File: src/logic/pwd_fsm_pkg.sv
// package for the password protection command interpreter
// assumes a 32-bit classic wishbone slave and one 25 MHz clock
package pwd_fsm_pkg;
  // register byte offsets
  localparam logic [7:0] ADDR_CMD      = 8'h00; // write: command cycle address/data/lane
  localparam logic [7:0] ADDR_CTRL     = 8'h04; // lock word, bus width select
  localparam logic [7:0] ADDR_STATUS   = 8'h08; // status word and state
  localparam logic [7:0] ADDR_IRQ_STAT = 8'h0C; // sticky events, read only
  localparam logic [7:0] ADDR_IRQ_CLR  = 8'h10; // write one to clear
  localparam logic [7:0] ADDR_IRQ_EN   = 8'h14; // interrupt enable
  localparam logic [7:0] ADDR_KEY_LO   = 8'h18; // stored key bits 31:0
  localparam logic [7:0] ADDR_KEY_HI   = 8'h1C; // stored key bits 63:32
  localparam logic [7:0] ADDR_RKEY_LO  = 8'h20; // supplied read key bits 31:0
  localparam logic [7:0] ADDR_RKEY_HI  = 8'h24; // supplied read key bits 63:32
  // command data values
  localparam logic [7:0] CMD_RESET     = 8'hF0;
  localparam logic [7:0] CMD_SR_READ   = 8'h70;
  localparam logic [7:0] CMD_SR_CLEAR  = 8'h71;
  localparam logic [7:0] CMD_UNLK_ENT  = 8'h25;
  localparam logic [7:0] CMD_UNLK_GO   = 8'h29;
  localparam logic [7:0] CMD_EXIT_ENT  = 8'h90;
  localparam logic [7:0] CMD_EXIT      = 8'h00;
  localparam logic [7:0] CMD_PROG      = 8'hA0;
  localparam logic [7:0] CMD_WCOUNT    = 8'h03;
  localparam logic [7:0] SR_HANG       = 8'h90;
  // field positions
  localparam int LR_RDPROT_BIT = 5;
  localparam int LR_PWMODE_BIT = 2;
  localparam int SR_READY_BIT  = 7;
  localparam int SR_PGERR_BIT  = 4;
  localparam int SR_SECV_BIT   = 1;
  localparam int LOW_ADDR_W    = 11; // address bits 10:0 checked at word count
  // key load cycle counts per bus width
  localparam int KEY_CYC_X16   = 4;
  localparam int KEY_CYC_X8    = 8;
  // event bits
  localparam int EV_DONE = 0;
  localparam int EV_HANG = 1;
  localparam int EV_PGE  = 2;
  localparam int EV_SECV = 3;
  localparam int EV_W    = 4;
  // timing
  localparam int CLK_HZ         = 25_000_000;
  localparam int T_PPB_US       = 100;  // protection program time, plain default
  localparam int T_VERIFY_NS    = 200;  // verify dwell, well inside the above
  localparam int T_BUSY_NS      = 200;  // brief ready drop on a violation
  localparam int T_PPB_CYC      = T_PPB_US * (CLK_HZ / 1_000_000);
  localparam int T_VERIFY_CYC   = (T_VERIFY_NS * (CLK_HZ / 1_000_000) + 999) / 1000;
  localparam int T_BUSY_CYC     = (T_BUSY_NS * (CLK_HZ / 1_000_000) + 999) / 1000;

  // machine states, gray along idle-entry-load-verify
  typedef enum logic [3:0] {
    ST_READ     = 4'h0,
    ST_IDLE     = 4'h1,
    ST_ENTRY    = 4'h3,
    ST_LOAD     = 4'h2,
    ST_VERIFY   = 4'h6,
    ST_HANG     = 4'h7,
    ST_PG_SETUP = 4'h5,
    ST_PG_BUSY  = 4'h4,
    ST_EXIT     = 4'hC,
    ST_PGE      = 4'hD,
    ST_VIOL     = 4'hF
  } pwd_state_e;

  // one command bus cycle
  typedef struct packed {
    logic [7:0]  byte_lane_select;
    logic [15:0] sector_addr;
    logic [15:0] low_addr;
    logic [15:0] data;
  } cmd_cycle_s;
endpackage

File: src/logic/password_protection_command_fsm.sv
// password protection command interpreter with wishbone register access
// assumes a classic wishbone master on clk_i; commands are written as cycles to ADDR_CMD
// Operation
// error-free key programming returns the machine to password idle
// host loads key with four cycles on x16, eight on x8
// first load cycle sector address must equal the one given at entry
// later load cycles compare sector and lane to prior; mismatch means program error
// read protected when lock bits 5 and 2 clear and read key differs
// key mismatch at unlock start enters hang, status reads x90h
// verify state returns to idle well before the program time
// hang and program busy show ready bit 0, then 1 after program time
// programming with lock bit 2 clear drops ready briefly, idles, flags violation
// unlock start goes to verify only after the last word loaded
// host unlock: x25h, word count x03h, key words, then x29h at address 0; the code takes x29h at any low address
// idle: F0h to read, 90h then 00h exits, A0h programs if unprotected
//
// Added by the designer: the register offsets and the Wishbone register port.
module password_protection_command_fsm #(
  parameter int T_PPB_CYCLES = pwd_fsm_pkg::T_PPB_CYC
) (
  // clock, reset, enable
  input  wire logic        clk_i,
  input  wire logic        rst_i,
  input  wire logic        ce_i,
  // wishbone slave
  input  wire logic        cyc_i,
  input  wire logic        stb_i,
  input  wire logic        we_i,
  input  wire logic [7:0]  adr_i,
  input  wire logic [3:0]  sel_i,
  input  wire logic [31:0] dat_i,
  output logic      [31:0] dat_o,
  output logic             ack_o,
  // device status
  output logic             ready_o,
  output logic             irq_o
);
  // elaboration check: the busy window must outlast the verify dwell
  if (T_PPB_CYCLES < pwd_fsm_pkg::T_VERIFY_CYC + 2) begin : g_bad_time
    $error("program time too short");
  end

  localparam int TW = $clog2(T_PPB_CYCLES + 1);

  pwd_fsm_pkg::pwd_state_e     state_ff;
  pwd_fsm_pkg::pwd_state_e     nxt_state;
  pwd_fsm_pkg::cmd_cycle_s     cmd;
  logic [7:0]                  lock_word_ff;
  logic                        bus_x8_ff;
  logic [63:0]                 secret_key_ff;
  logic [63:0]                 read_key_ff;
  logic [63:0]                 load_key_ff;
  logic [15:0]                 entry_sa_ff;
  logic [15:0]                 prev_sa_ff;
  logic [7:0]                  prev_lane_ff;
  logic [3:0]                  words_ff;
  logic [TW-1:0]               timer_ff;
  logic [pwd_fsm_pkg::EV_W-1:0] irq_stat_ff;
  logic [pwd_fsm_pkg::EV_W-1:0] irq_en_ff;
  logic [pwd_fsm_pkg::EV_W-1:0] ev;
  logic                        ack_ff;
  logic [31:0]                 dat_ff;
  logic                        req;
  logic                        cmd_wr;
  logic                        read_protect;
  logic                        last_word;
  logic [3:0]                  words_needed;

  //////////////////////////////////////////////////////////////////////////
  // helpers

  // true when the timer has reached its target
  function automatic logic timer_done(input logic [TW-1:0] t, input int target);
    return t >= TW'(target);
  endfunction

  assign req          = cyc_i && stb_i && !ack_ff && ce_i;
  assign cmd_wr       = req && we_i && adr_i == pwd_fsm_pkg::ADDR_CMD;
  assign cmd          = pwd_fsm_pkg::cmd_cycle_s'({sel_i[3:0], 4'h0, dat_i[31:16], 5'h00,
                        dat_i[26:16], dat_i[15:0]});
  // a key word whose low byte is 29h reads as the start command and cannot be loaded
  assign words_needed = bus_x8_ff ? 4'(pwd_fsm_pkg::KEY_CYC_X8) : 4'(pwd_fsm_pkg::KEY_CYC_X16);
  assign last_word    = words_ff == words_needed;
  // lock bits 5 and 2 clear plus wrong read key
  assign read_protect = !lock_word_ff[pwd_fsm_pkg::LR_RDPROT_BIT] &&
                        !lock_word_ff[pwd_fsm_pkg::LR_PWMODE_BIT] && read_key_ff != secret_key_ff;

  //////////////////////////////////////////////////////////////////////////
  // command state machine

  // next state from the current command cycle; sector in bits 31:16, low addr from 26:16
  always_comb begin
    nxt_state = state_ff;
    case (state_ff)
      pwd_fsm_pkg::ST_READ: begin
        nxt_state = state_ff;
      end
      pwd_fsm_pkg::ST_IDLE: begin
        if (cmd_wr) begin
          case (cmd.data[7:0])
            pwd_fsm_pkg::CMD_RESET:    nxt_state = pwd_fsm_pkg::ST_READ;
            pwd_fsm_pkg::CMD_EXIT_ENT: nxt_state = pwd_fsm_pkg::ST_EXIT;
            pwd_fsm_pkg::CMD_UNLK_ENT: begin
              if (cmd.low_addr == 16'h0000) nxt_state = pwd_fsm_pkg::ST_ENTRY;
            end
            pwd_fsm_pkg::CMD_PROG: begin
              if (!read_protect) nxt_state = pwd_fsm_pkg::ST_PG_SETUP;
            end
            default: nxt_state = state_ff;
          endcase
        end
      end
      pwd_fsm_pkg::ST_ENTRY: begin
        if (cmd_wr) begin
          if (cmd.data[7:0] == pwd_fsm_pkg::CMD_WCOUNT && cmd.low_addr == 16'h0000) begin
            nxt_state = pwd_fsm_pkg::ST_LOAD;
          end else begin
            nxt_state = pwd_fsm_pkg::ST_PGE;
          end
        end
      end
      pwd_fsm_pkg::ST_LOAD: begin
        if (cmd_wr) begin
          if (cmd.data[7:0] == pwd_fsm_pkg::CMD_UNLK_GO && last_word) begin

            nxt_state = (load_key_ff == secret_key_ff) ? pwd_fsm_pkg::ST_VERIFY
                                                       : pwd_fsm_pkg::ST_HANG;
          end else if (last_word) begin
            nxt_state = pwd_fsm_pkg::ST_PGE;
          end else if (cmd.data[7:0] == pwd_fsm_pkg::CMD_UNLK_GO) begin
            // start with words still missing: the key is short, so the load is void
            nxt_state = pwd_fsm_pkg::ST_PGE;
          end else if (words_ff == 4'h0 && cmd.sector_addr != entry_sa_ff) begin
            nxt_state = pwd_fsm_pkg::ST_PGE;
          end else if (words_ff != 4'h0 && (cmd.sector_addr != prev_sa_ff ||
                       cmd.byte_lane_select != prev_lane_ff)) begin
            nxt_state = pwd_fsm_pkg::ST_PGE;
          end
        end
      end
      pwd_fsm_pkg::ST_VERIFY: begin
        if (timer_done(timer_ff, pwd_fsm_pkg::T_VERIFY_CYC)) nxt_state = pwd_fsm_pkg::ST_IDLE;
      end
      // hang leaves only by software reset, and only once the program time is over
      pwd_fsm_pkg::ST_HANG, pwd_fsm_pkg::ST_PG_BUSY: begin
        if (timer_done(timer_ff, T_PPB_CYCLES) && state_ff == pwd_fsm_pkg::ST_PG_BUSY) begin
          nxt_state = pwd_fsm_pkg::ST_IDLE;
        end else if (timer_done(timer_ff, T_PPB_CYCLES) && cmd_wr &&
                     cmd.data[7:0] == pwd_fsm_pkg::CMD_RESET) begin
          nxt_state = pwd_fsm_pkg::ST_IDLE;
        end
      end
      // any command write confirms; the lock bit picks programming or a violation
      pwd_fsm_pkg::ST_PG_SETUP: begin
        if (cmd_wr) begin
          nxt_state = lock_word_ff[pwd_fsm_pkg::LR_PWMODE_BIT] ? pwd_fsm_pkg::ST_PG_BUSY
                                                             : pwd_fsm_pkg::ST_VIOL;
        end
      end
      pwd_fsm_pkg::ST_VIOL: begin
        if (timer_done(timer_ff, pwd_fsm_pkg::T_BUSY_CYC)) nxt_state = pwd_fsm_pkg::ST_IDLE;
      end
      pwd_fsm_pkg::ST_PGE: begin
        if (cmd_wr && cmd.data[7:0] == pwd_fsm_pkg::CMD_RESET) nxt_state = pwd_fsm_pkg::ST_IDLE;
      end
      pwd_fsm_pkg::ST_EXIT: begin
        if (cmd_wr && (cmd.data[7:0] == pwd_fsm_pkg::CMD_EXIT || cmd.data[7:0] == pwd_fsm_pkg::CMD_RESET)) begin
          nxt_state = pwd_fsm_pkg::ST_READ;
        end else if (cmd_wr && cmd.data[7:0] == pwd_fsm_pkg::CMD_SR_READ) begin
          nxt_state = pwd_fsm_pkg::ST_IDLE;
        end
      end
      default: nxt_state = pwd_fsm_pkg::ST_IDLE;
    endcase
  end

  // state register; re-entry to the mode from read is by writing 90h at read
  always_ff @(posedge clk_i) begin
    if (rst_i) begin
      state_ff <= pwd_fsm_pkg::ST_IDLE;
    end else if (ce_i) begin
      if (state_ff == pwd_fsm_pkg::ST_READ && cmd_wr && cmd.data[7:0] == pwd_fsm_pkg::CMD_EXIT_ENT) begin
        state_ff <= pwd_fsm_pkg::ST_IDLE;
      end else begin
        state_ff <= nxt_state;
      end
    end
  end

  // dwell timer restarts on every state change except the 90h return from read
  always_ff @(posedge clk_i) begin
    if (rst_i) begin
      timer_ff <= '0;
    end else if (ce_i) begin
      if (nxt_state != state_ff) timer_ff <= '0;
      else if (!timer_done(timer_ff, T_PPB_CYCLES)) timer_ff <= timer_ff + TW'(1);
    end
  end

  // load bookkeeping: entry sector, previous sector and lane, key shift
  always_ff @(posedge clk_i) begin
    if (rst_i) begin
      entry_sa_ff  <= '0;
      prev_sa_ff   <= '0;
      prev_lane_ff <= '0;
      words_ff     <= '0;
      load_key_ff  <= '0;
    end else if (ce_i && cmd_wr) begin
      if (state_ff == pwd_fsm_pkg::ST_IDLE) begin
        entry_sa_ff <= cmd.sector_addr;
        words_ff    <= '0;
      end else if (state_ff == pwd_fsm_pkg::ST_LOAD && nxt_state == pwd_fsm_pkg::ST_LOAD) begin
        prev_sa_ff   <= cmd.sector_addr;
        prev_lane_ff <= cmd.byte_lane_select;
        words_ff     <= words_ff + 4'h1;
        load_key_ff  <= bus_x8_ff ? {cmd.data[7:0], load_key_ff[63:8]} : {cmd.data, load_key_ff[63:16]};
      end
    end
  end

  // stored key is written by host writes to ADDR_KEY_LO and ADDR_KEY_HI; stands in for the array cell
  always_ff @(posedge clk_i) begin
    if (rst_i) begin
      secret_key_ff <= '0;
    end else if (ce_i) begin
      if (req && we_i && adr_i == pwd_fsm_pkg::ADDR_KEY_LO) secret_key_ff[31:0] <= dat_i;
      if (req && we_i && adr_i == pwd_fsm_pkg::ADDR_KEY_HI) secret_key_ff[63:32] <= dat_i;
    end
  end

  //////////////////////////////////////////////////////////////////////////
  // registers and interrupts

  // control: lock word, bus width; read key
  always_ff @(posedge clk_i) begin
    if (rst_i) begin
      lock_word_ff <= '0;
      bus_x8_ff    <= 1'b0;
      read_key_ff  <= '0;
      irq_en_ff    <= '0;
    end else if (ce_i && req && we_i) begin
      if (adr_i == pwd_fsm_pkg::ADDR_CTRL && sel_i[0]) lock_word_ff <= dat_i[7:0];
      if (adr_i == pwd_fsm_pkg::ADDR_CTRL && sel_i[1]) bus_x8_ff <= dat_i[8];
      if (adr_i == pwd_fsm_pkg::ADDR_RKEY_LO) read_key_ff[31:0] <= dat_i;
      if (adr_i == pwd_fsm_pkg::ADDR_RKEY_HI) read_key_ff[63:32] <= dat_i;
      if (adr_i == pwd_fsm_pkg::ADDR_IRQ_EN) irq_en_ff <= dat_i[pwd_fsm_pkg::EV_W-1:0];
    end
  end

  // events on state entry
  always_comb begin
    ev = '0;
    ev[pwd_fsm_pkg::EV_DONE] = state_ff == pwd_fsm_pkg::ST_PG_BUSY && nxt_state == pwd_fsm_pkg::ST_IDLE;
    ev[pwd_fsm_pkg::EV_HANG] = state_ff != pwd_fsm_pkg::ST_HANG && nxt_state == pwd_fsm_pkg::ST_HANG;
    ev[pwd_fsm_pkg::EV_PGE]  = state_ff != pwd_fsm_pkg::ST_PGE && nxt_state == pwd_fsm_pkg::ST_PGE;
    ev[pwd_fsm_pkg::EV_SECV] = state_ff != pwd_fsm_pkg::ST_VIOL && nxt_state == pwd_fsm_pkg::ST_VIOL;
  end

  // sticky status: a new event wins over a clear in the same cycle
  always_ff @(posedge clk_i) begin
    if (rst_i) begin
      irq_stat_ff <= '0;
    end else if (ce_i) begin
      if (req && we_i && adr_i == pwd_fsm_pkg::ADDR_IRQ_CLR) begin
        irq_stat_ff <= (irq_stat_ff & ~dat_i[pwd_fsm_pkg::EV_W-1:0]) | ev;
      end else begin
        irq_stat_ff <= irq_stat_ff | ev;
      end
    end
  end

  // status word: hang reads 90h, ready bit clear until program time elapses
  function automatic logic [7:0] status_word(input pwd_fsm_pkg::pwd_state_e s, input logic done);
    logic [7:0] w;
    w = 8'h80;
    if (s == pwd_fsm_pkg::ST_HANG) w = done ? pwd_fsm_pkg::SR_HANG : 8'h10;
    else if (s == pwd_fsm_pkg::ST_PG_BUSY || s == pwd_fsm_pkg::ST_VIOL) w = 8'h00;
    else if (s == pwd_fsm_pkg::ST_PGE) w[pwd_fsm_pkg::SR_PGERR_BIT] = 1'b1;
    return w;
  endfunction

  // bus read data and one-cycle ack
  always_ff @(posedge clk_i) begin
    if (rst_i) begin
      ack_ff <= 1'b0;
      dat_ff <= '0;
    end else if (ce_i) begin
      ack_ff <= req;
      if (req && !we_i) begin
        case (adr_i)
          pwd_fsm_pkg::ADDR_CTRL:     dat_ff <= {23'h0, bus_x8_ff, lock_word_ff};
          pwd_fsm_pkg::ADDR_STATUS:   dat_ff <= {20'h0, 4'(state_ff),
                                                status_word(state_ff, timer_done(timer_ff, T_PPB_CYCLES))};
          pwd_fsm_pkg::ADDR_IRQ_STAT: dat_ff <= {28'h0, irq_stat_ff};
          pwd_fsm_pkg::ADDR_IRQ_EN:   dat_ff <= {28'h0, irq_en_ff};
          default:                    dat_ff <= '0;
        endcase
      end
    end
  end

  assign ack_o   = ack_ff;
  assign dat_o   = dat_ff;
  assign irq_o   = |(irq_stat_ff & irq_en_ff);
  assign ready_o = !(state_ff == pwd_fsm_pkg::ST_VIOL || state_ff == pwd_fsm_pkg::ST_PG_BUSY);
endmodule

File: config.mk
export PLATFORM = sky130hd
export DESIGN_NAME = password_protection_command_fsm
export DESIGN_NICKNAME = d
export VERILOG_FILES = /design/src/logic/pwd_fsm_pkg.sv /design/src/logic/password_protection_command_fsm.sv
export SDC_FILE = /design/constraint.sdc
export NUM_CORES = 1
export LEC_CHECK = 0
export CAP_MARGIN = 5
export CELL_PAD_IN_SITES_DETAIL_PLACEMENT = 0
export CELL_PAD_IN_SITES_GLOBAL_PLACEMENT = 1
export CORE_MARGIN = 4
export CORE_UTILIZATION = 51
export CTS_CLUSTER_DIAMETER = 100
export DETAILED_ROUTE_END_ITERATION = 16
export DONT_BUFFER_PORTS = 1
export GPL_ROUTABILITY_DRIVEN = 1
export PLACE_DENSITY_LB_ADDON = 0.1
export SYNTH_ARGS = -nofsm -noshare
export SYNTH_HDL_FRONTEND = slang
export SYNTH_SLANG_ARGS = --single-unit
File: constraint.sdc
create_clock -name clk_i -period 8.3 [get_ports clk_i]
set_clock_uncertainty 0.05 [all_clocks]
set_input_delay 1.245 -clock clk_i [delete_from_list [all_inputs] [get_ports clk_i]]
set_output_delay 1.245 -clock clk_i [all_outputs]
set_load 0.02 [all_outputs]
# After elaboration in Yosys (flattened, before gate mapping)
# Index checks and enable logic that the tools add are counted.
# op_classes
add_sub_neg	2
magnitude_cmp	2
n_eq_ne	42
n_mux	36
bitwise	6
n_reduce_logical	63
# op_table
op	n
2-to-1 mux 4 bit	24
== test 64 bit	1
2-to-1 mux 64 bit	1
!= test 64 bit	1
one-hot mux 12 bit (4 select lines)	1
one-hot mux 4 bit (9 select lines)	1
logical AND 1 bit	33
== test 8 x 5 -> 1 bit (second input constant)	4
== test 8 x 6 -> 1 bit (second input constant)	4
!= test 16 bit	2
== test 8 bit (second input constant)	3
2-to-1 mux 12 bit	2
AND reduction 2 bit	11
== test 4 x 3 -> 1 bit (second input constant)	5
== test 4 bit (second input constant)	5
== test 8 x 4 -> 1 bit (second input constant)	2
logical NOT 16 bit	1
logical NOT 8 bit	2
2-to-1 mux 8 bit	2
one-hot mux 4 bit (4 select lines)	1
adder 12 x 1 -> 12 bit (second input constant)	1
== test 4 x 2 -> 1 bit (second input constant)	3
>= comparator 12 bit (second input constant)	1
>= comparator 12 x 3 -> 1 bit (second input constant)	1
24 further kinds	39
# word_totals
ff_bits	298
inputBits	50
output_inout_bits	35
word_cells	168

# Longest topological paths before layout
# Gate-level depths: netlist (run 1).
# logic_depth
depth_word	14
mapped_depth	13
depth_no_buf	12

# Worst setup path before layout (run 1)
# OpenSTA, ideal clock, no wires.
# synth_timing
path_kind	input -> register
start	input dat_i[0]
end	register timer_ff[3]
setup_ns	0.058
t_arrival_ns	3.855
t_required_ns	8.192
slack_ns	4.337
cell_stages	11
path_buffers	2
cell_sequence	buf_6 > nor4_4 > nand3_2 > or4_4 > o211ai_2 > nor4_1 > or3_1 > or4_4 > a21o_1 > buf_6 > o21ba_1
# synth_between
elab_chain_cells	9
word_cells_on_any_way	33
# synth_rtl
element	line	rtl
start: declaration	password_protection_command_fsm.sv:31	input wire logic [31:0] dat_i,
== test 8 x 6 -> 1 bit	password_protection_command_fsm.sv:124, password_protection_command_fsm.sv:130	
2-to-1 mux 4 bit	password_protection_command_fsm.sv:130	end else if (cmd.data[7:0] == pwd_fsm_pkg::CMD_UNLK_GO) begin
2-to-1 mux 4 bit	password_protection_command_fsm.sv:128	end else if (last_word) begin
2-to-1 mux 4 bit	password_protection_command_fsm.sv:124	if (cmd.data[7:0] == pwd_fsm_pkg::CMD_UNLK_GO && last_word) begin
2-to-1 mux 4 bit	password_protection_command_fsm.sv:123	if (cmd_wr) begin
one-hot mux 4 bit (9 select lines) (*)	password_protection_command_fsm.sv:94	case (state_ff)
!= test 4 bit (*)	password_protection_command_fsm.sv:195	if (nxt_state != state_ff) timer_ff <= '0;
!= test 2 bit (no source line)	--	
AND reduction 2 bit (no source line)	--	
end signal: assignment	password_protection_command_fsm.sv:193	timer_ff <= '0;
end signal: assignment	password_protection_command_fsm.sv:195	
end: declaration	password_protection_command_fsm.sv:57	logic [TW-1:0] timer_ff;
# Mark *: on every way between the ends. The rest lies on a longest branch, timed or not.
# A chain may end at the register's enable or synchronous reset.

# Worst setup path after layout (run 1)
# layout_timing
start	input adr_i[5]
end	register load_key_ff[25]
# layout_between
elab_chain_cells	10
word_cells_on_any_way	21
# layout_rtl
element	line	rtl
start: declaration	password_protection_command_fsm.sv:29	input wire logic [7:0] adr_i,
logical NOT 8 bit (*)	password_protection_command_fsm.sv:78	assign cmd_wr = req && we_i && adr_i == pwd_fsm_pkg::ADDR_CMD;
logical AND 1 bit (*)	password_protection_command_fsm.sv:78	
logical AND 1 bit (2 in series)	password_protection_command_fsm.sv:148	end else if (timer_done(timer_ff, T_PPB_CYCLES) && cmd_wr &&
2-to-1 mux 4 bit	password_protection_command_fsm.sv:148	
2-to-1 mux 4 bit	password_protection_command_fsm.sv:146	if (timer_done(timer_ff, T_PPB_CYCLES) && state_ff == pwd_fsm_pkg::ST_PG_BUSY) begin
one-hot mux 4 bit (9 select lines)	password_protection_command_fsm.sv:94	
== test 4 x 2 -> 1 bit	password_protection_command_fsm.sv:212	end else if (state_ff == pwd_fsm_pkg::ST_LOAD && nxt_state == pwd_fsm_pkg::ST_LOAD) begin
logical AND 1 bit	password_protection_command_fsm.sv:212	
AND reduction 3 bit (no source line) (*)	--	
end signal: assignment	password_protection_command_fsm.sv:216	load_key_ff <= bus_x8_ff ? {cmd.data[7:0], load_key_ff[63:8]} : {cmd.data, load_key_ff[63:16]};
end: declaration	password_protection_command_fsm.sv:52	logic [63:0] load_key_ff;
# Marks and branches as above.

==> flow_metrics.py, run 1 <==
metrics = {
    "cells_and_area": {
        "final_util_pct": 55.86,
        "drive_above_1_share_pct": 5.310,
        "n_antenna_cell": 0,
        "layout.nets": 1593,
        "synthToLayoutAreaGrowth_pct": 7.709,
        "nFillCells": 2491,
        "fin_area_mm2": 0.01460,
        "most-common-layout-cells": "dfxtp_1 (277), nand2_1 (264), nor2_1 (169), a21oi_1 (149), mux2i_1 (127)",
        "layout_commonest_cell": "dfxtp_1",
    },
    "synth": {
        "yosysSeqAreaShare_pct": 41.07,
        "ys.flop_type": "dfxtp_1",
        "synth_top_cell_by_area": "dfxtp_1",
        "synth.avg_cell_area_um2": 8.396,
        "async_flop_share_pct": 0,
        "ys_ff_latch": 278,
        "syn_area_mm2": 0.01355,
        "synth_edf_count": 0,
        "synthCells": 1614,
        "synthTopCellsByArea": "dfxtp_1 (41%), mux2i_1 (9.4%), nand2_1 (7.3%)",
        "yosysUniqueCellTypes": 68,
        "yosysWarnings": 0,
        "yosysTopAreaCellShare_pct": 41.07,
    },
    "critical_path": {
        "crit-reg2reg-launch": "ack_o$_SDFFE_PP0P_",
        "criticalPathCategory": "in2reg",
        "critPathMaxFanout": 85,
        "required_ps": 8660,
        "r2r_slack_ps": 4080,
        "arrival_ps": 5150,
        "startpoint_type": "input port",
        "critPathLaunch": "adr_i[5]",
        "crit_path_end_kind": "flip-flop",
    },
    "place": {
        "gp_congestion": 0.8368,
        "pre_cts_ws_ps": 3051,
        "io_buffers": 0,
        "dpl_cell_area_mm2": 0.01351,
        "dp_hpwl_um": 26090,
    },
    "sta": {
        "max_freq_mhz": 208.6,
        "drv_slew": 0,
        "setup_viol": 0,
        "fin_ws_ps": 3507,
        "setup_tns_ps": 0,
        "fin_crit_sh_pct": 57.75,
        "slew_headroom_pct": 18.90,
        "min_period_ps": 4793,
        "tightestPinTransition_ps": 1217,
        "finalHoldViolCount": 0,
        "grt_setup_unrepaired": "false",
    },
    "detailed_routing": {
        "viasPerCell": 5.737,
        "drt_pre_antenna_iters": 6,
        "dr.first_iter.drc_count": 1042,
        "drt-wirelength-per-cell_um": 20.88,
        "wl_um": 39640,
        "num_vias": 10890,
        "final_antenna_net_count": 0,
        "drc": 0,
    },
    "power": {
        "powerDensity_mw_per_mm2": 196.6,
        "p_total_mw": 2.869,
        "peakVddDrop_v": 0.0001411,
        "total_leakage_power_nw": 5.487,
    },
    "floorplanning": {
        "num_io_pins": 85,
        "die_area_mm2": 0.02924,
        "core_mm2": 0.02613,
        "die_h_um": 171.0,
        "start_util_pct": 51.86,
        "rows": 59,
        "die_w_um": 171.0,
    },
    "hold_path": {
        "hold_path_class": "reg2reg",
        "min-delay-start": "read_key_ff[56]$_SDFFE_PP0P_",
    },
    "global_routing": {
        "grt_pass1_vias": 10060,
        "grt_pass1_wl_um": 60890,
        "grt-ovfl-total": 0,
        "antenna_found_initial": 1,
        "grt_max_degree": 271,
        "grtUsageTotal_pct": 26.68,
    },
    "clock_tree": {
        "clk_path_buf_depth": 3,
        "cts_tree": "built",
        "htree_levels": 2,
        "clock-sinks": 278,
        "root_buffer": "clkbuf_16",
        "worst_skew_pair.late_latency_ps": 520,
        "numCtsBuffers": 34,
        "cts_resized": 0,
        "clk_pin_slew_worst_paths_ps": 50,
        "post-cts-setup-buffers": 0,
        "ctsHoldBuffers": 0,
    },
    "outcome": {
        "outcome": "completed",
    },
    "flow_run": {
        "maxCapViolations": 0,
    },
}
==> cell type report <==
cell class	instances	area [um2]	area share [%]
multi-input cells	1203	7406	50.74
flip-flops and latches	278	5569	38.15
clock buffers	51	964.7	6.609
well taps	335	419.2	2.872
clock inverters	10	121.4	0.8315
repair buffers	10	75.07	0.5143
inverters	11	41.29	0.2829
==> cell families (layout without fill, tap and decap cells) <==
group / count (synthesis) / count (layout) / share of synthesized area, %
mux: 127 / 127 / 9.380
flops: 278 / 278 / 41.07
xor+xnor: 170 / 170 / 10.99
buf+inv: 152 / 82 / 4.958
fa+ha+maj: 5 / 5 / 0.4616
compound gates: 278 / 278 / 12.82
other cells: 1 / 20 / 0.02767
simple gates: 603 / 603 / 20.29
==> sequential cells by signal, summed over array words and instances, names as in the netlist, 8 cells and up <==
name           cells
prev_sa_ff        16
lock_word_ff       8
entry_sa_ff       16
dat_o             12
read_key_ff       64
load_key_ff       64
secret_key_ff     64
timer_ff          12
==> stage by stage <==
stage               instances  hold WS, ps
finish                   1898        412.1
global route             1898        426.7
CTS                      1898        412.3
detailed placement       1837        405.8
global placement         1837        397.4
floorplan                1633        393.3
==> cells in the mapped netlist, types with 3 or more instances <==
| cell | count |
|---|---|
| or3_1 | 6 |
| nor4_1 | 37 |
| nand2b_1 | 5 |
| or4_1 | 4 |
| dfxtp_1 | 278 |
| inv_1 | 11 |
| nand2_1 | 265 |
| or4_4 | 3 |
| nor2_1 | 170 |
| nor2b_1 | 4 |
| nor3_1 | 16 |
| nand4_1 | 28 |
| nand3_1 | 26 |
| buf_4 | 20 |
| and3_1 | 8 |
| mux2i_1 | 127 |
| xor2_1 | 111 |
| buf_1 | 5 |
| a211oi_1 | 65 |
| a22oi_1 | 5 |
| and4_1 | 6 |
| or2_2 | 3 |
| a2bb2oi_1 | 3 |
| a32oi_1 | 6 |
| o31ai_1 | 6 |
| nor3b_1 | 4 |
| o21a_1 | 5 |
| xnor2_1 | 59 |
| o21ai_0 | 11 |
| a21oi_1 | 149 |
| nand4b_1 | 3 |
| a21o_1 | 4 |
| clkbuf_1 | 105 |
| buf_2 | 9 |
| ha_1 | 5 |
| nor4b_1 | 3 |
==> metal layers <==
layer / track usage [%] / wire (um) / vias up
li1: - / - / 5361
met1: 39.97 / 18900 / 5214
met2: 40.98 / 17920 / 271
met3: 4.228 / 2173 / 42
met4: 5.133 / 636 / 0
met5: 0 / 0 / -
==> path summary, 6_finish.rpt <==
| kind | end | cells after the start |
|---|---|---|
| worst min register to register | read_key_ff[56]$_SDFFE_PP0P_ | 2 |
| worst max register to register | load_key_ff[25]$_SDFFE_PP0P_ | 10 |
| worst max-delay path | load_key_ff[25]$_SDFFE_PP0P_ | 10 |
| worst min-delay path | read_key_ff[56]$_SDFFE_PP0P_ | 2 |
==> critical path, stage by stage <==
cell	delay, ps
nor4_2	470
nand4_1	510
nor3_2	450
o22a_1	180
nand4_1	260
nor3_2	200
buf_4	760
buf_4	690
nor2_1	80
a211oi_1	260
==> power by group <==
part,internal [mW],switching [mW],total [mW]
clock,0.870,0.576,1.45
combinational,0.0315,0.0484,0.0799
sequential,1.34,0.00602,1.34
total,2.24,0.630,2.87
(Power assumes the default switching activity.)
==> run 2, diff against run 1 <==
--- a/config.mk
+++ b/config.mk
@@ -9,7 +9,7 @@
 export CELL_PAD_IN_SITES_DETAIL_PLACEMENT = 0
 export CELL_PAD_IN_SITES_GLOBAL_PLACEMENT = 1
 export CORE_MARGIN = 4
-export CORE_UTILIZATION = 51
+export CORE_UTILIZATION = 49
 export CTS_CLUSTER_DIAMETER = 100
 export DETAILED_ROUTE_END_ITERATION = 16
 export DONT_BUFFER_PORTS = 1
==> constraint.sdc (replaced) <==
create_clock -name clk_i -period 4.47 [get_ports clk_i]
set_clock_uncertainty 0.05 [all_clocks]
set_input_delay 0.6705 -clock clk_i [delete_from_list [all_inputs] [get_ports clk_i]]
set_output_delay 0.6705 -clock clk_i [all_outputs]
set_load 0.02 [all_outputs]
==> flow_metrics.py, run 2 (same netlist as run 1, synthesis figures left out) <==
metrics = {
    "hold_path": {
        "hold_path_class": "in2reg",
        "hold_depth": 1,
    },
    "cells_and_area": {
        "drive_above_1_share_pct": 5.324,
        "most-common-layout-cells": "dfxtp_1 (277), nand2_1 (264), nor2_1 (169), a21oi_1 (149), mux2i_1 (127)",
        "layout_commonest_cell": "dfxtp_1",
        "reg_top3": "load_key_ff x64, read_key_ff x64, secret_key_ff x64",
        "layout.nets": 1593,
        "synthToLayoutAreaGrowth_pct": 7.719,
        "n_antenna_cell": 0,
    },
    "global_routing": {
        "grt_pass1_wl_um": 60510,
        "grt-ovfl-total": 0,
        "globalRouteMet3Util_pct": 3.719,
        "top_usage_layer": "met2",
        "antenna_found_initial": 2,
        "grt_max_degree": 271,
        "met1_usage_pct": 37.11,
        "grtUsageTotal_pct": 24.99,
        "grtUsageMet2_pct": 38.59,
        "grt_pass1_vias": 10170,
    },
    "floorplanning": {
        "num_io_pins": 85,
        "die_h_um": 174.3,
        "core_mm2": 0.02710,
        "rows": 60,
        "die_w_um": 174.3,
        "start_util_pct": 50.00,
        "die_area_mm2": 0.03038,
    },
    "critical_path": {
        "worstPathCellList": "inv_1 > ha_1 > nand2b_1 > a2111oi_0 > nand4_1 > nand2_1 > nor4_1 > or3_1 > or4_4 > a21o_1 > o21ba_1",
        "critPathMaxFanout": 10,
        "required_ps": 4910,
        "arrival_ps": 4230,
        "crit_slowest_cell": "a2111oi_0",
        "max_stage_delay_ps": 870,
        "startpoint_type": "flip-flop",
        "criticalPathCategory": "reg2reg",
        "rr_worst_depth": 11,
        "crit_path_end_kind": "flip-flop",
    },
    "sta": {
        "min_period_ps": 3791,
        "setup_viol": 0,
        "max_freq_mhz": 263.8,
        "grt_setup_unrepaired": "false",
        "tightestPinTransition_ps": 1162,
        "slew_headroom_pct": 22.51,
        "drv_slew": 0,
        "setup_tns_ps": 0,
        "finalHoldViolCount": 0,
        "fin_crit_sh_pct": 84.82,
        "fin_ws_ps": 678.7,
    },
    "outcome": {
        "outcome": "completed",
    },
    "place": {
        "gp_congestion": 0.8977,
        "pre_cts_ws_ps": 711.7,
        "io_buffers": 0,
        "dp_hpwl_um": 26080,
    },
    "clock_tree": {
        "htree_levels": 1,
        "worst_skew_pair.late_latency_ps": 550,
        "ctsHoldBuffers": 0,
        "clk_path_buf_depth": 3,
        "root_buffer": "clkbuf_16",
        "post-cts-setup-buffers": 0,
        "clock-sinks": 278,
        "cts_tree": "built",
        "clk_pin_slew_worst_paths_ps": 60,
        "numCtsBuffers": 31,
        "cts_resized": 0,
    },
    "power": {
        "powerDensity_mw_per_mm2": 351.0,
        "p_int_mw": 4.026,
        "switchingPower_mw": 1.098,
        "total_leakage_power_nw": 5.472,
        "power_frac_comb_pct": 2.8,
        "peakVddDrop_v": 0.0002856,
        "seq_power_share_pct": 48.7,
        "swShare_pct": 21.44,
        "p_clk_share_pct": 48.5,
    },
    "detailed_routing": {
        "drt_pre_antenna_iters": 5,
        "viasPerCell": 5.618,
        "final_antenna_net_count": 0,
        "drc": 0,
        "drt-wirelength-per-cell_um": 20.32,
        "dr.first_iter.drc_count": 1010,
        "wl_um": 39250,
        "num_vias": 10850,
    },
    "flow_run": {
        "maxCapViolations": 0,
    },
}
==> run 2: changes by cell type in the layout (fill, tap and decap cells not counted) <==
cell	before	now
clkbuf_1	12	8
clkbuf_16	34	31
clkinv_8	1	0
inv_6	2	0
buf_12	0	2
buf_4	10	11
clkinvlp_4	1	0
clkbuf_8	5	10
bufinv_16	2	1
==> run 2: path summary, 6_finish.rpt <==
path	from	endpoint	slack, ps
worst min-delay path	ce_i	timer_ff[11]$_SDFFE_PP0P_	160
worst min register to register	read_key_ff[51]$_SDFFE_PP0P_	read_key_ff[51]$_SDFFE_PP0P_	410
worst max-delay path	timer_ff[1]$_SDFFE_PP0P_	timer_ff[3]$_SDFFE_PP0P_	680
worst max register to register	timer_ff[1]$_SDFFE_PP0P_	timer_ff[3]$_SDFFE_PP0P_	680
==> run 2: area by class of cell <==
type	instances	area (um2)
fillers	2572	12500
clock buffers	49	943.4
inverters	11	41.29
well taps	372	465.4
clock inverters	5	50.05
repair buffers	13	122.6
multi-input cells	1203	7406
flip-flops and latches	278	5569
==> run 2: critical path: cells and delay by family, from the launching register on <==
kind,cells,cell delay (ps)
AND/OR/NAND/NOR,6,1610
AO/OA/AOI/OAI,3,1460
flip-flops,1,360
adder cells (fa/ha/maj),1,170
buffers and inverters,1,80
==> run 2: power groups by stage <==
stage                     clock, mW  sequential [mW]  combinational, mW
after floorplan                   0             2.54              0.201
after global placement            0             2.55              0.143
after detailed placement          0             2.55              0.143
after CTS                      2.53             2.49              0.144
after global routing           2.64             2.49              0.160
final                          2.48             2.49              0.146
==> run 2: metal layers <==
| metal | routed length [um] | vias up |
|---|---|---|
| met5 | 11 | - |
| met4 | 820 | 2 |
| met3 | 2021 | 56 |
| met2 | 17580 | 257 |
| met1 | 18810 | 5177 |
| li1 | - | 5357 |
==> run 2: stage by stage <==
stage,util (%),cell area (um2),total power [mW],std cells,hold slack (ps)
floorplan,-,13620,2.743,1633,393.3
global placement,50.20,13600,2.691,1877,398.3
detailed placement,50.20,13600,2.691,1877,403.7
CTS,53.86,14600,5.168,1931,138.3
global route,53.86,14600,5.289,1931,139.3
finish,53.86,14600,5.124,1931,163.0
==> run 3, diff against run 2 <==
==> constraint.sdc (replaced) <==
create_clock -name clk_i -period 3.89 [get_ports clk_i]
set_clock_uncertainty 0.05 [all_clocks]
set_input_delay 0.5835 -clock clk_i [delete_from_list [all_inputs] [get_ports clk_i]]
set_output_delay 0.5835 -clock clk_i [all_outputs]
set_load 0.02 [all_outputs]
==> flow_metrics.py, run 3 (same netlist as run 1, synthesis figures left out) <==
metrics = {
    "clock_tree": {
        "clock-sinks": 278,
        "htree_levels": 1,
        "clk_path_buf_depth": 3,
        "ctsHoldBuffers": 0,
        "cts_resized": 0,
        "cts_tree": "built",
        "root_buffer": "clkbuf_16",
        "post-cts-setup-buffers": 0,
        "clk_pin_slew_worst_paths_ps": 60,
        "numCtsBuffers": 30,
        "worst_skew_pair.late_latency_ps": 570,
    },
    "power": {
        "total_leakage_power_nw": 5.524,
        "peakVddDrop_v": 0.0003660,
        "powerDensity_mw_per_mm2": 392.3,
    },
    "floorplanning": {
        "num_io_pins": 85,
        "die_w_um": 174.3,
        "start_util_pct": 50.00,
        "die_h_um": 174.3,
        "core_mm2": 0.02710,
        "rows": 60,
        "die_area_mm2": 0.03038,
    },
    "global_routing": {
        "grt-ovfl-total": 0,
        "grt_pass1_vias": 10350,
        "grt_max_degree": 271,
        "grt_pass1_wl_um": 61980,
        "antenna_found_initial": 2,
        "grtUsageTotal_pct": 25.71,
    },
    "cells_and_area": {
        "n_antenna_cell": 0,
        "instances_no_fill": 1946,
        "layout.nets": 1609,
        "layout_commonest_cell": "dfxtp_1",
        "reg_top3": "load_key_ff x64, read_key_ff x64, secret_key_ff x64",
        "drive_above_1_share_pct": 6.036,
        "synthToLayoutAreaGrowth_pct": 8.420,
        "most-common-layout-cells": "dfxtp_1 (277), nand2_1 (265), nor2_1 (169), a21oi_1 (149), mux2i_1 (127)",
    },
    "detailed_routing": {
        "drt-wirelength-per-cell_um": 20.65,
        "final_antenna_net_count": 0,
        "drt_pre_antenna_iters": 5,
        "wl_met3_um": 2843,
        "wl_um": 40180,
        "dr.first_iter.drc_count": 979,
        "viasPerCell": 5.672,
        "num_vias": 11040,
        "highest_layer": "met5",
        "met1_length_um": 18650,
        "drc": 0,
        "wl_met2_um": 17780,
    },
    "sta": {
        "setup_viol": 0,
        "slew_headroom_pct": 24.04,
        "min_period_ps": 3647,
        "setup_tns_ps": 0,
        "hold_ws_ps": 65.08,
        "drv_slew": 0,
        "fin_crit_sh_pct": 93.75,
        "max_freq_mhz": 274.2,
        "finalHoldViolCount": 0,
        "grt_setup_unrepaired": "false",
        "tightestPinTransition_ps": 1139,
    },
    "outcome": {
        "outcome": "completed",
    },
    "critical_path": {
        "crit_path_end_kind": "flip-flop",
        "max_stage_delay_ps": 750,
        "crit_slowest_cell": "a2111oi_0",
        "criticalPathCategory": "reg2reg",
        "r2r_slack_ps": 240,
        "crit_top_cell": "nand2_1",
        "startpoint_type": "flip-flop",
        "worstPathCellList": "inv_1 > ha_1 > nand2b_1 > a2111oi_0 > nand4_1 > nand2_1 > nand2_1 > nor4b_2 > buf_4 > and3_1 > or4_4 > a21o_1 > o21ba_1",
        "required_ps": 4340,
        "arrival_ps": 4090,
        "critPathMaxFanout": 10,
    },
    "place": {
        "dp_hpwl_um": 27080,
        "post-place-cells": 1894,
        "gp_congestion": 0.9068,
        "io_buffers": 0,
    },
    "hold_path": {
        "hold_path_class": "in2reg",
    },
    "flow_run": {
        "maxCapViolations": 0,
    },
}
run 3: cell count changes in the layout (fill, tap and decap cells not counted):
cell / before / now
buf_4: 11 / 26
buf_12: 2 / 4
clkbuf_1: 8 / 10
clkinv_2: 4 / 2
bufinv_16: 1 / 0
clkbuf_16: 31 / 30
clkbuf_8: 10 / 9
clkinv_8: 0 / 1
nand2_1: 264 / 265
nand2_2: 1 / 0
run 3: final timing paths:
kind                                   to  cells after the start                        start
max              timer_ff[3]$_SDFFE_PP0P_                     13     timer_ff[1]$_SDFFE_PP0P_
min reg2reg   entry_sa_ff[0]$_SDFFE_PP0P_                      2  entry_sa_ff[0]$_SDFFE_PP0P_
max reg2reg      timer_ff[3]$_SDFFE_PP0P_                     13     timer_ff[1]$_SDFFE_PP0P_
min          read_key_ff[40]$_SDFFE_PP0P_                      1                        rst_i
run 3: final cells by class:
cell class | instances | area (um2)
well taps | 372 | 465.4
fillers | 2615 | 12410
multi-input cells | 1203 | 7403
repair buffers | 30 | 275.3
clock inverters | 3 | 26.28
clock buffers | 49 | 912.1
flip-flops and latches | 278 | 5569
inverters | 11 | 41.29
run 3: critical path, delay by kind of cell, from the launching register on:
| family | cells | cell delay (ps) |
|---|---|---|
| flip-flops | 1 | 350 |
| AND/OR/NAND/NOR | 7 | 1450 |
| adder cells (fa/ha/maj) | 1 | 170 |
| AO/OA/AOI/OAI | 3 | 1340 |
| buffers and inverters | 2 | 230 |
run 3: stage by stage:
step / setup WS (ps) / power, mW / util, % / area, um2
2_1_floorplan: 588.4 / 3.152 / - / 13620
6_report: 242.9 / 5.764 / 54.22 / 14690
5_1_grt: 106.5 / 5.951 / 54.22 / 14690
4_1_cts: 323.4 / 5.818 / 54.22 / 14690
3_5_place_dp: 272.2 / 3.103 / 50.75 / 13750
3_3_place_gp: 321.5 / 3.103 / 50.75 / 13750
run 3: metal layers:
layer / up-vias / track usage [%]
met3: 65 / 5.002
met5: - / 0
met2: 304 / 39.97
met1: 5278 / 37.10
met4: 2 / 5.807
li1: 5388 / -
run 3: report_power, final:
part | leakage [nW] | total (mW) | internal (mW) | switching (mW)
clock | 0.461 | 2.72 | 1.58 | 1.14
sequential | 2.24 | 2.86 | 2.85 | 0.0115
combinational | 2.82 | 0.178 | 0.0745 | 0.104
total | 5.52 | 5.76 | 4.51 | 1.25
